===== src/hw/szl_pkg.sv =====
package szl_pkg;

  // data path and program word geometry
  localparam int DW  = 8;
  localparam int PMW = 16;
  localparam int HIW = PMW - DW;
  localparam int PAW = 16;
  localparam int RAW = 8;

  typedef logic [DW-1:0]  szl_byte_t;
  typedef logic [HIW-1:0] szl_high_t;

  localparam szl_byte_t ONE       = 8'h01;
  localparam szl_byte_t ZERO      = 8'h00;
  localparam szl_byte_t RST_BYTE  = 8'h00;
  localparam szl_high_t RST_HIGH  = 8'h00;
  localparam logic [RAW-1:0] RST_RADDR = 8'h00;

  // operations handled by this execution group
  typedef enum logic [2:0]
  {
    SZL_INC_ACC = 3'h0,
    SZL_INC_REG = 3'h1,
    SZL_DEC_ACC = 3'h2,
    SZL_DEC_REG = 3'h3,
    SZL_LOOKUP  = 3'h4
  } szl_op_e;

  // one-hot sequencer states
  typedef enum logic [2:0]
  {
    ST_IDLE = 3'h1,
    ST_SKIP = 3'h2,
    ST_LOOK = 3'h4
  } szl_state_e;

endpackage


===== src/hw/szl_lookup_if.sv =====
`timescale 1ns/10ps
interface szl_lookup_if;
  import szl_pkg::*;

  logic      start;
  logic      capture;
  szl_byte_t low_byte;

  modport seq
  (
    output start,
    output capture,
    input  low_byte
  );

  modport unit
  (
    input  start,
    input  capture,
    output low_byte
  );
endinterface


===== src/hw/szl_lookup.sv =====
`timescale 1ns/10ps
module szl_lookup
  import szl_pkg::*;
(
  input  wire logic         mclk,
  input  wire logic         resetn,
  szl_lookup_if.unit        lk,
  input  wire logic         ptr_high_we,
  input  wire logic         ptr_low_we,
  input  wire szl_byte_t    ptr_wdata,
  output logic              pm_rd,
  output logic [PAW-1:0]    pm_addr,
  input  wire [PMW-1:0]     pm_rdata,
  output szl_high_t         lookup_high_byte
);

  szl_byte_t ptr_high_q;
  szl_byte_t ptr_low_q;
  szl_high_t high_q;

  //////////////////////////////////////////////////////////////////////////
  // pointer pair, loaded by software before a lookup
  always_ff @(posedge mclk or negedge resetn)
  begin
    if (!resetn)
      ptr_high_q <= RST_BYTE;
    else if (ptr_high_we)
      ptr_high_q <= ptr_wdata;
  end

  always_ff @(posedge mclk or negedge resetn)
  begin
    if (!resetn)
      ptr_low_q <= RST_BYTE;
    else if (ptr_low_we)
      ptr_low_q <= ptr_wdata;
  end

  // address is held in flops so the memory sees a stable word address
  assign pm_addr = {ptr_high_q, ptr_low_q};
  assign pm_rd   = lk.start;

  // upper bits of the fetched word land in the dedicated high-byte register
  always_ff @(posedge mclk or negedge resetn)
  begin
    if (!resetn)
      high_q <= RST_HIGH;
    else if (lk.capture)
      high_q <= pm_rdata[PMW-1:DW];
  end

  assign lookup_high_byte = high_q;
  assign lk.low_byte      = pm_rdata[DW-1:0];
endmodule


===== src/hw/szl_exec.sv =====
`timescale 1ns/10ps
// What this block does
// - increment into accumulator, skip if zero, no flags
// - increment register in place, skip if zero
// - decrement into accumulator, skip if zero, no flags
// - decrement register in place, skip if zero
// - one cycle without skip, two with skip
// - lookup: low byte to register, high bits aside
// - lookup address upper byte from pointer high
// - lookup address lower byte from pointer low
module szl_exec
  import szl_pkg::*;
(
  input  wire logic         mclk,
  input  wire logic         resetn,
  input  wire logic         op_valid,
  input  wire szl_op_e      op_code,
  input  wire [RAW-1:0]     op_reg_addr,
  input  wire szl_byte_t    op_reg_rdata,
  output logic              op_ready,
  output logic              squash,
  output logic              acc_we,
  output szl_byte_t         acc_wdata,
  output logic              reg_we,
  output logic [RAW-1:0]    reg_waddr,
  output szl_byte_t         reg_wdata,
  input  wire logic         ptr_high_we,
  input  wire logic         ptr_low_we,
  input  wire szl_byte_t    ptr_wdata,
  output logic              pm_rd,
  output logic [PAW-1:0]    pm_addr,
  input  wire [PMW-1:0]     pm_rdata,
  output szl_high_t         lookup_high_byte
);

  szl_state_e     state_q;
  logic           accept;
  logic           is_inc;
  logic           is_incdec;
  logic           to_acc;
  szl_byte_t      result;
  logic           zero;
  logic           acc_we_q;
  szl_byte_t      acc_wdata_q;
  logic           reg_we_q;
  logic [RAW-1:0] reg_waddr_q;
  szl_byte_t      reg_wdata_q;

  szl_lookup_if lk ();

  //////////////////////////////////////////////////////////////////////////
  // decode; a new operation is taken only in the idle state
  // op_reg_rdata must be the current register value in the offer cycle;
  // a write still in flight to the same register is the caller's hazard
  assign accept    = op_valid && (state_q == ST_IDLE);
  assign is_inc    = (op_code == SZL_INC_ACC) || (op_code == SZL_INC_REG);
  assign is_incdec = (op_code != SZL_LOOKUP);
  assign to_acc    = (op_code == SZL_INC_ACC) || (op_code == SZL_DEC_ACC);
  // 8-bit wrap is intended: ff+1 and 01-1 both give zero and skip
  // a lookup also drives result, but is_incdec keeps it from skipping
  assign result    = is_inc ? szl_byte_t'(op_reg_rdata + ONE)
                            : szl_byte_t'(op_reg_rdata - ONE);
  assign zero      = (result == ZERO);

  // ready drops only while the lookup fetch is in flight
  assign op_ready  = (state_q != ST_LOOK);
  // during the skip cycle the fetched instruction is consumed and dropped
  assign squash    = (state_q == ST_SKIP);

  // fetch issued in the offer cycle so the word is back for the look cycle
  assign lk.start   = accept && (op_code == SZL_LOOKUP);
  assign lk.capture = (state_q == ST_LOOK);

  //////////////////////////////////////////////////////////////////////////
  // sequencer: skip adds one dead cycle, lookup always takes two
  //   idle -> skip : zero result taken; the next offer is eaten
  //   idle -> look : fetch issued; memory answers in the look cycle
  //   skip, look   : always back to idle after one cycle
  // op_ready stays high in skip on purpose: the upstream fetch keeps
  // streaming and the dropped word costs nothing extra
  always_ff @(posedge mclk or negedge resetn)
  begin
    if (!resetn)
      state_q <= ST_IDLE;
    else
    begin
      case (state_q)
        ST_IDLE:
        begin
          if (lk.start)
            state_q <= ST_LOOK;
          else if (accept && is_incdec && zero)
            state_q <= ST_SKIP;
        end
        ST_SKIP: state_q <= ST_IDLE;
        ST_LOOK: state_q <= ST_IDLE;
        default: state_q <= ST_IDLE;
      endcase
    end
  end

  //////////////////////////////////////////////////////////////////////////
  // accumulator write: the source register is left alone, no flag touched
  // data holds its last value; only the strobe says it is new
  always_ff @(posedge mclk or negedge resetn)
  begin
    if (!resetn)
    begin
      acc_we_q    <= 1'b0;
      acc_wdata_q <= RST_BYTE;
    end
    else
    begin
      acc_we_q <= accept && to_acc;
      if (accept && to_acc)
        acc_wdata_q <= result;
    end
  end

  // register write: in-place results now, lookup low byte one cycle later
  // the address is caught at the offer, so the lookup needs no copy of it
  always_ff @(posedge mclk or negedge resetn)
  begin
    if (!resetn)
    begin
      reg_we_q    <= 1'b0;
      reg_waddr_q <= RST_RADDR;
      reg_wdata_q <= RST_BYTE;
    end
    else
    begin
      reg_we_q <= (accept && is_incdec && !to_acc) || lk.capture;
      if (accept)
        reg_waddr_q <= op_reg_addr;
      if (lk.capture)
        reg_wdata_q <= lk.low_byte;
      else if (accept)
        reg_wdata_q <= result;
    end
  end

  // outputs straight from flops, so downstream sees no decode glitches
  assign acc_we    = acc_we_q;
  assign acc_wdata = acc_wdata_q;
  assign reg_we    = reg_we_q;
  assign reg_waddr = reg_waddr_q;
  assign reg_wdata = reg_wdata_q;

  //////////////////////////////////////////////////////////////////////////
  szl_lookup u_lookup
  (
    .mclk             (mclk),
    .resetn           (resetn),
    .lk               (lk.unit),
    .ptr_high_we      (ptr_high_we),
    .ptr_low_we       (ptr_low_we),
    .ptr_wdata        (ptr_wdata),
    .pm_rd            (pm_rd),
    .pm_addr          (pm_addr),
    .pm_rdata         (pm_rdata),
    .lookup_high_byte (lookup_high_byte)
  );
endmodule


===== config.mk =====
export PLATFORM = sky130hd
export DESIGN_NAME = szl_exec
export DESIGN_NICKNAME = d
export VERILOG_FILES = /design/src/hw/szl_pkg.sv /design/src/hw/szl_lookup_if.sv /design/src/hw/szl_lookup.sv /design/src/hw/szl_exec.sv
export SDC_FILE = /design/constraint.sdc
export NUM_CORES = 1
export LEC_CHECK = 0
export BUFFER_PORTS_ARGS = -buffer_cell sky130_fd_sc_hd__buf_2
export CAP_MARGIN = 10
export CORE_ASPECT_RATIO = 0.6
export CORE_MARGIN = 4
export CORE_UTILIZATION = 48
export DETAILED_ROUTE_END_ITERATION = 16
export PLACE_DENSITY = 0.8
export SLEW_MARGIN = 30
export SYNTH_ARGS = -nofsm -noshare
export SYNTH_HDL_FRONTEND = slang
export SYNTH_HIERARCHICAL = 1
export SYNTH_SLANG_ARGS = --single-unit

===== constraint.sdc =====
create_clock -name mclk -period 2.1 [get_ports mclk]
set_input_delay 0.525 -clock mclk [delete_from_list [all_inputs] [get_ports mclk]]
set_output_delay 0.525 -clock mclk [all_outputs]
set_load 0.05 [all_outputs]

# Word level (Yosys, flattened, before mapping)
# Cells that the tools add are included.
dict set report word_totals {
  wordCells 39
  inputBits 48
  out_inout_bits 53
  regBits 53
}
dict set report classes {
  mux 6
  n_addsub 2
  n_eq_ne 9
  reduce_logical 13
}
# cell n
set ops {}
lappend ops {{$mux W8} 3}
lappend ops {{$mux W3} 3}
lappend ops {{$add A8 B1 Y8 const B} 1}
lappend ops {{$logic_not A8 Y1} 1}
lappend ops {{$sub A8 B1 Y8 const B} 1}
lappend ops {{$eq A3 B1 Y1 const B} 2}
lappend ops {{$eq A3 B2 Y1 const B} 2}
lappend ops {{$eq A3 B3 Y1 const B} 2}
lappend ops {{$logic_and A1 B1 Y1} 6}
lappend ops {{$ne A3 B3 Y1 const B} 2}
lappend ops {{$logic_not A3 Y1} 1}
lappend ops {{$logic_or A1 B1 Y1} 3}
lappend ops {{$ne A3 B2 Y1 const B} 1}
lappend ops {{$reduce_bool A2 Y1} 1}
lappend ops {{$logic_not A1 Y1} 1}

# Longest topological paths before layout
# Gate-level depths: netlist of the first run.
dict set report logic_depth {
  ltp_word 8
  depth_mapped 9
  ltp_nobuf 9
}

# Modules after synthesis
# The synthesis of the first run kept the hierarchy.
# mod n_inst area_per_inst_um2 cells_each seq_area_each_um2
set by_module_without_submodules {}
lappend by_module_without_submodules {szl_exec 1 1431.4 142 726.9}
lappend by_module_without_submodules {szl_lookup 1 1062.3 60 600.6}

# Worst setup path after synthesis of the first run
# OpenSTA, ideal clock, no wires.
dict set report synth_path {
  path_type {input port to flip-flop}
  from {input port op_code[1]}
  to {register state_q[1]}
  setup_time_ps 68
  slack_ps -114
  t_arrival_ps 2146
  path_stages 8
  n_path_buf 0
  t_required_ps 2032
  cell_sequence {nor2_1 inv_1 ha_1 a41o_1 a21o_1 a21oi_2 xor2_2 and4_1}
}
dict set report synth_via {
  elab_chain_len 6
  word_cells_on_any_way 13
  cone_classes {eq/ne (4); mux (3); reduce/logical (6)}
}
# element line_no
set synth_rtl {}
lappend synth_rtl {{from (decl)} szl_exec.sv:17} ;# input wire szl_op_e op_code,
lappend synth_rtl {{$eq A3 B1 Y1 or $logic_not A3 Y1 (tied branches)} szl_exec.sv:56} ;# assign is_inc = (op_code == SZL_INC_ACC) || (op_code == SZL_INC_REG);
lappend synth_rtl {{$logic_or A1 B1 Y1} szl_exec.sv:56}
lappend synth_rtl {{$mux W8} szl_exec.sv:61} ;# assign result = is_inc ? szl_byte_t'(op_reg_rdata + ONE)
lappend synth_rtl {{$logic_not A8 Y1} szl_exec.sv:63} ;# assign zero = (result == ZERO);
lappend synth_rtl {{$logic_and A1 B1 Y1} szl_exec.sv:92} ;# else if (accept && is_incdec && zero)
lappend synth_rtl {{$ne A3 B2 Y1 (no source line)} --}
lappend synth_rtl {{to (signal assigned)} szl_exec.sv:91} ;# state_q <= ST_LOOK;
lappend synth_rtl {{to (signal assigned)} szl_exec.sv:93} ;# state_q <= ST_SKIP;
lappend synth_rtl {{to (signal assigned)} szl_exec.sv:95} ;# ST_SKIP: state_q <= ST_IDLE;
lappend synth_rtl {{to (decl)} szl_exec.sv:36} ;# szl_state_e state_q;
# Parallel ways exist; a longest one is shown, timed or not.
# A chain may end at the register's enable or synchronous reset.

# Worst setup path in the final report of the first run
dict set report layout_path {
  from {register state_q[0]}
  to {output port pm_rd}
}
dict set report layout_via {
  elab_chain_len 3
}
# element line_no
set layout_rtl {}
lappend layout_rtl {{from (signal assigned)} szl_exec.sv:84} ;# state_q <= ST_IDLE;
lappend layout_rtl {{from (signal assigned)} szl_exec.sv:91}
lappend layout_rtl {{from (signal assigned)} szl_exec.sv:93}
lappend layout_rtl {{$eq A3 B1 Y1} szl_exec.sv:55} ;# assign accept = op_valid && (state_q == ST_IDLE);
lappend layout_rtl {{$logic_and A1 B1 Y1} szl_exec.sv:55}
lappend layout_rtl {{$logic_and A1 B1 Y1} szl_exec.sv:71} ;# assign lk.start = accept && (op_code == SZL_LOOKUP);
lappend layout_rtl {{to (decl)} szl_exec.sv:30} ;# output logic pm_rd,
# No other way between the ends.

==> impl_metrics.toml, run 1 <==
[sta]
tightest_slew_ps = 403
finalCriticalPeriod_ps = 2070
rsz0062_at_grt = "no"
finalHoldViolCount = 0
period_share = 0.984
fmaxAchievable_mhz = 484
final.setup_skew_ps = 2.27
finalMaxSlewViolations = 0
fin_worst_hold_slack_ps = 123
setup_viol = 0
max_slew_margin = 0.731

[pwr]
switching_share = 0.399
clkPwrFrac = 0.189
seqPwrFrac = 0.430
p_leak_nw = 1.74
p_comb_frac = 0.381
p_int_w = 0.00173
power.switching_w = 0.00114
power.density_nw_per_um2 = 895
vdd_drop_max_mv = 0.501

[route]
first_pass_iters = 4
drc_errors = 0
via_count = 1837
vias_per_cell = 4.89
routed_wl_mm = 5.74
wl_per_cell_um = 15.3
drt-initial-drc-count = 77
drtAntennaViolNets = 0

[cts]
postCtsSetupBuffers = 0
cts.sinks = 53
cts-root-buf = "clkbuf_8"
cts_tree = "built"
clkSlewWorstSetupHoldPaths_ps = 90
htree_num_levels = 2
clock_path_buffers = 2
clock_latency_ps = 300
cts_buffers = 5

[grt]
grt_pass1_vias = 1947
grt_use_total = 0.183
grt_max_degree = 24
grt_first_pass_wirelength_mm = 9.31
overflow = 0
antenna_found_initial = 0

[setup_path]
slowest_stage = "dfstp_2"
cp.required_ps = 1570
crit_chain = "nand4bb_2 -> nor2_2 -> buf_4"
critPathMaxFanout = 4
path_class = "flop to primary output"
start_kind = "flop"
cp.arrival_ps = 1540
reg2reg_setup_slack_ps = 320
slowest_delay_ps = 570
endpoint_kind = "primary output"

[synthesis]
yosysWarnings = 6
syn_nets = 258
synth_simple_gate_area_frac = 0.0963
synth-main-ff-cell = "dfrtp_1"
synth-edff-count = 0
syn_avg_cell_area_um2 = 12.3
synth_top_area_share = 0.522
synth_cells = 202
synth_top_cells_by_count = "dfrtp_1, nand2_1, mux2_4"
ys_types = 36
synth_area_leaders = "dfrtp_1, mux2_4, nand2_1, ha_1, buf_4"
synth.most_common_cell = "dfrtp_1"
ys_seq_area_frac = 0.532
synth_largest_area_cell = "dfrtp_1"
async_flop_share = 1.00
synth_compound_gate_area_share = 0.0903
synth_top_family_by_area = "multiplexers"
syn_area_um2 = 2490
synth_seq_cells = 53
muxShareOfSynthArea = 0.154
synth_xor_area_frac = 0.0276
synthAdderAreaFrac = 0.0432

[finish]
fillCellCount = 381
drive_gt1_frac = 0.527
layout.nets = 368
areaGrowthSynthToFinish_pct = 28.5
fin_util = 0.671
diodes = 0
final_cells = 376

[die]
die_height_um = 63.8
io-pin-count = 101
fp.dieW_um = 101
die_area_um2 = 6450
rows = 19
core_um2 = 4780
start_util = 0.522

[placement]
dp_hpwl_mm = 4.54
place_congestion = 0.844
dp.cells = 368
port-buffer-count = 100

[run_status]
outcome = "complete, no violations"

[flow_run]
drv_cap = 0

[worst_hold_path]
min_path_type = "primary input to asynchronous set/reset pin"
==> state kept, by name, summed over array words and instances (netlist names) <==
signal,flops
state_q,3
acc_we,1
reg_wdata,8
acc_wdata,8
u_lookup/ptr_high_q,8
u_lookup/lookup_high_byte,8
reg_waddr,8
reg_we,1
u_lookup/ptr_low_q,8
==> through the flow <==
stage | instance area (µm²) | setup TNS, ps | setup WS (ps) | power, W
after floorplan | 2510 | 0 | 6.86 | 0.00203
after global placement | 3110 | -391 | -102 | 0.00233
after detailed placement | 3110 | -839 | -168 | 0.00235
after CTS | 3200 | 0 | 9.02 | 0.00290
after global routing | 3210 | 0 | 18.5 | 0.00303
final | 3210 | 0 | 33.4 | 0.00287
==> kinds of logic (layout without fill, tap and decap cells) <==
kind of cell | Yosys count | in the layout
XOR/XNOR | 7 | 7
flip-flops | 53 | 53
adder cells (fa/ha/maj) | 8 | 8
buffers and inverters | 22 | 133
AO/OA/AOI/OAI | 33 | 33
AND/OR/NAND/NOR | 53 | 53
multiplexers | 26 | 26
==> worst paths after layout <==
kind	to	startpoint	cells past startpoint
min in group mclk	reg_waddr[6]	op_reg_addr[6]	3
max	pm_rd	state_q[0]	3
min	u_lookup/ptr_low_q[5]	resetn	1
min reg2reg	reg_waddr[6]	reg_waddr[6]	2
max reg2reg	acc_wdata[4]	state_q[0]	4
max in group asynchronous	acc_wdata[4]	resetn	2
==> final cells by class <==
type | instances | area (µm²) | area share
well taps | 63 | 78.8 | 0.0246
repair buffers | 119 | 646 | 0.201
clock buffers | 7 | 76.3 | 0.0238
clock inverters | 1 | 7.51 | 0.00234
inverters | 6 | 22.5 | 0.00703
multi-input cells | 127 | 1050 | 0.327
flip-flops and latches | 53 | 1330 | 0.414
==> timing repair <==
action,CTS,global route
gates resized for setup,2,1
endpoints found under the setup margin,1,1
hold buffers,0,0
==> layout by cell type, fill, tap and decap left out, types with 2 or more instances in the layout <==
| cell | Yosys | final |
|---|---|---|
| buf_4 | 9 | 20 |
| ha_1 | 7 | 6 |
| a21oi_1 | 4 | 4 |
| clkbuf_8 | 0 | 5 |
| buf_2 | 2 | 99 |
| xnor2_1 | 4 | 4 |
| dfrtp_1 | 52 | 52 |
| nand2_1 | 36 | 36 |
| o21ai_0 | 6 | 6 |
| xor2_1 | 2 | 2 |
| nor2_1 | 10 | 8 |
| inv_1 | 4 | 3 |
| mux2_4 | 24 | 24 |
| inv_2 | 2 | 3 |
| mux2_2 | 2 | 2 |
| a21o_1 | 5 | 5 |
| o21ai_1 | 4 | 4 |
| a22oi_1 | 5 | 5 |
| clkbuf_1 | 2 | 2 |
| nor2_2 | 0 | 2 |
| a221o_1 | 3 | 3 |
==> per-layer routing <==
metal,wire (µm),track usage,share of wire
met4,47,0.0381,0.0082
met1,2670,0.256,0.47
met3,512,0.0533,0.089
met5,0,0,0
met2,2510,0.285,0.44
==> power groups by stage <==
stage                     Combinational, W  Clock, W  Sequential (W)
after floorplan                   0.000287         0         0.00174
after global placement             0.00108         0         0.00125
after detailed placement           0.00110         0         0.00125
after CTS                          0.00110  0.000564         0.00124
after global routing               0.00116  0.000614         0.00126
final                              0.00109  0.000543         0.00123
==> worst max-delay path: cells and delay by family (launching register included) <==
kind	cells	cell delay (ps)
simple gates	2	440
buf+inv	1	230
flops	1	570
No activity file was read; power rests on OpenSTA's default activity.
==> run 2: changes to the inputs <==
CELL_PAD_IN_SITES_DETAIL_PLACEMENT = 1   (was default)
CELL_PAD_IN_SITES_GLOBAL_PLACEMENT = 2   (was default)
CORE_UTILIZATION = 30   (was 48)
PLACE_DENSITY = default   (was 0.8)
PLACE_DENSITY_LB_ADDON = 0.08   (was default)
==> run 2 against run 1 <==
  * Sequential power about the same
  * Clock-buffer cell count decreased by 2
  * Routed wire length increased by 22%
  * Final area increased by 8.2%
  * Power rose by 16%
  * Sequential cell count is the same
  * Worst hold slack better by 52 ps
  * Die area up 53%
  * Global-route usage down 3.8 points
==> impl_metrics.toml, run 2 (synthesized netlist as in run 1, its figures left out) <==
[run_status]
outcome = "complete, no violations"

[setup_path]
cp.required_ps = 2330
path_class = "primary input to flop"
endpoint_kind = "flop"
slowest_stage = "ha_1"
reg2reg_setup_slack_ps = 430
r2r-end = "reg_wdata[6]"
cp-endpoint = "state_q[1]"
reg2reg_from = "state_q[0]"
startpoint = "op_code[1]"
start_kind = "primary input"
r2r_cells = 6
slowest_delay_ps = 330
crit_chain = "buf_2 -> nor2_2 -> inv_2 -> ha_1 -> a41o_1 -> a21o_1 -> a21oi_2 -> xor2_2 -> and4_1"
cp.arrival_ps = 2200
critPathMaxFanout = 5

[finish]
fin_area_um2 = 3470
layout.nets = 374
most-common-layout-cells = "buf_2, dfrtp_1, nand2_1"
drive_gt1_frac = 0.564
mostFrequentLayoutCell = "buf_2"
diodes = 0
areaGrowthSynthToFinish_pct = 39.0

[cts]
cts_buffers = 5
clock_path_buffers = 2
htree_num_levels = 2
postCtsSetupBuffers = 0
clock_latency_ps = 290
hold_buffers = 0
clkSlewWorstSetupHoldPaths_ps = 70
cts.sinks = 53
cts_tree = "built"
cts-root-buf = "clkbuf_16"

[grt]
grt_first_pass_wirelength_mm = 11.1
grt_use_total = 0.145
overflow = 0
grt_pass1_vias = 2006
antenna_found_initial = 0
grt_max_degree = 37

[sta]
finalHoldViolCount = 0
max_slew_margin = 0.615
rsz0062_at_grt = "no"
final.setup_skew_ps = 7.07
period_share = 0.937
finalMaxSlewViolations = 0
setup_viol = 0
finalCriticalPeriod_ps = 1970
tightest_slew_ps = 575
fmaxAchievable_mhz = 508

[die]
die_height_um = 78.6
die_area_um2 = 9880
io-pin-count = 101
start_util = 0.313
rows = 25
fp.dieW_um = 126
core_um2 = 7980

[placement]
dpl_cell_area_um2 = 3230
place_congestion = 0.769
dp_hpwl_mm = 5.49
port-buffer-count = 100

[route]
wl_per_cell_um = 16.4
first_pass_iters = 4
routed_wl_mm = 6.99
drtAntennaViolNets = 0
drc_errors = 0
vias_per_cell = 4.49
via_count = 1916
drt-initial-drc-count = 109

[flow_run]
drv_cap = 0

[pwr]
p_leak_nw = 1.84
p_total_w = 0.00333
power.density_nw_per_um2 = 960
vdd_drop_max_mv = 0.377

[worst_hold_path]
min_path_type = "primary input to asynchronous set/reset pin"
run 2: cell count changes in the layout (fill, tap and decap cells not counted), sizes merged:
cell / before / now
buf: 119 / 125
clkinv: 0 / 1
clkinvlp: 1 / 0
clkbuf: 7 / 5
inv: 6 / 7
bufinv: 0 / 1
run 2: area by class of cell:
type / count / area [µm²]
Inverter: 6 / 22.5
Timing Repair Buffer: 125 / 703
Tap cell: 108 / 135
Multi-Input combinational cell: 127 / 1110
Fill cell: 912 / 4510
Sequential cell: 53 / 1330
Clock buffer: 5 / 125
Clock inverter: 3 / 43.8
run 2: worst min-delay path by stage:
stage	end	from	slack (ps)	depth (start not counted)
after floorplan	acc_wdata[0]	resetn	230	0
after global placement	reg_waddr[2]	reg_waddr[2]	460	2
after detailed placement	reg_waddr[3]	reg_waddr[3]	470	2
after CTS	reg_we	resetn	180	1
after global routing	reg_we	resetn	200	1
final	reg_waddr[5]	resetn	170	1
run 2: critical path: cells and delay by family:
| family | cells | cell delay [ps] |
|---|---|---|
| and+or+nand+nor | 2 | 360 |
| buffers and inverters | 2 | 200 |
| xor gates and xnor gates | 1 | 210 |
| AOI/OAI and AO/OA | 3 | 570 |
| adders and majority gates | 1 | 330 |
run 2: metrics by stage:
| stage | util | std cells | TNS [ps] | setup WS, ps | hold slack, ps |
|---|---|---|---|---|---|
| CTS | 0.426 | 427 | 0 | 20.4 | 184 |
| global placement | 0.404 | 419 | -1210 | -168 | 456 |
| detailed placement | 0.404 | 419 | -2140 | -268 | 467 |
| global route | 0.435 | 427 | 0 | 14.1 | 203 |
| finish | 0.435 | 427 | 0 | 133 | 174 |
| floorplan | - | 202 | 0 | 6.86 | 229 |
run 2: layer usage:
layer | track usage | share of wire | vias up
li1 | - | - | 924
met1 | 0.219 | 0.51 | 924
met2 | 0.203 | 0.42 | 62
met3 | 0.0360 | 0.060 | 6
met4 | 0.0390 | 0.0076 | 0
met5 | 0 | 0 | -
run 2: where the power goes:
group	internal (W)	switching [W]
combinational	0.000355	0.000788
clock	0.000565	0.000379
sequential	0.00116	0.0000822
run 2: timing repair:
item | CTS | global route
endpoints found under the setup margin | 1 | 6
hold endpoints to repair | 0 | 0
resized for setup | 1 | 10
pin swaps | 0 | 2
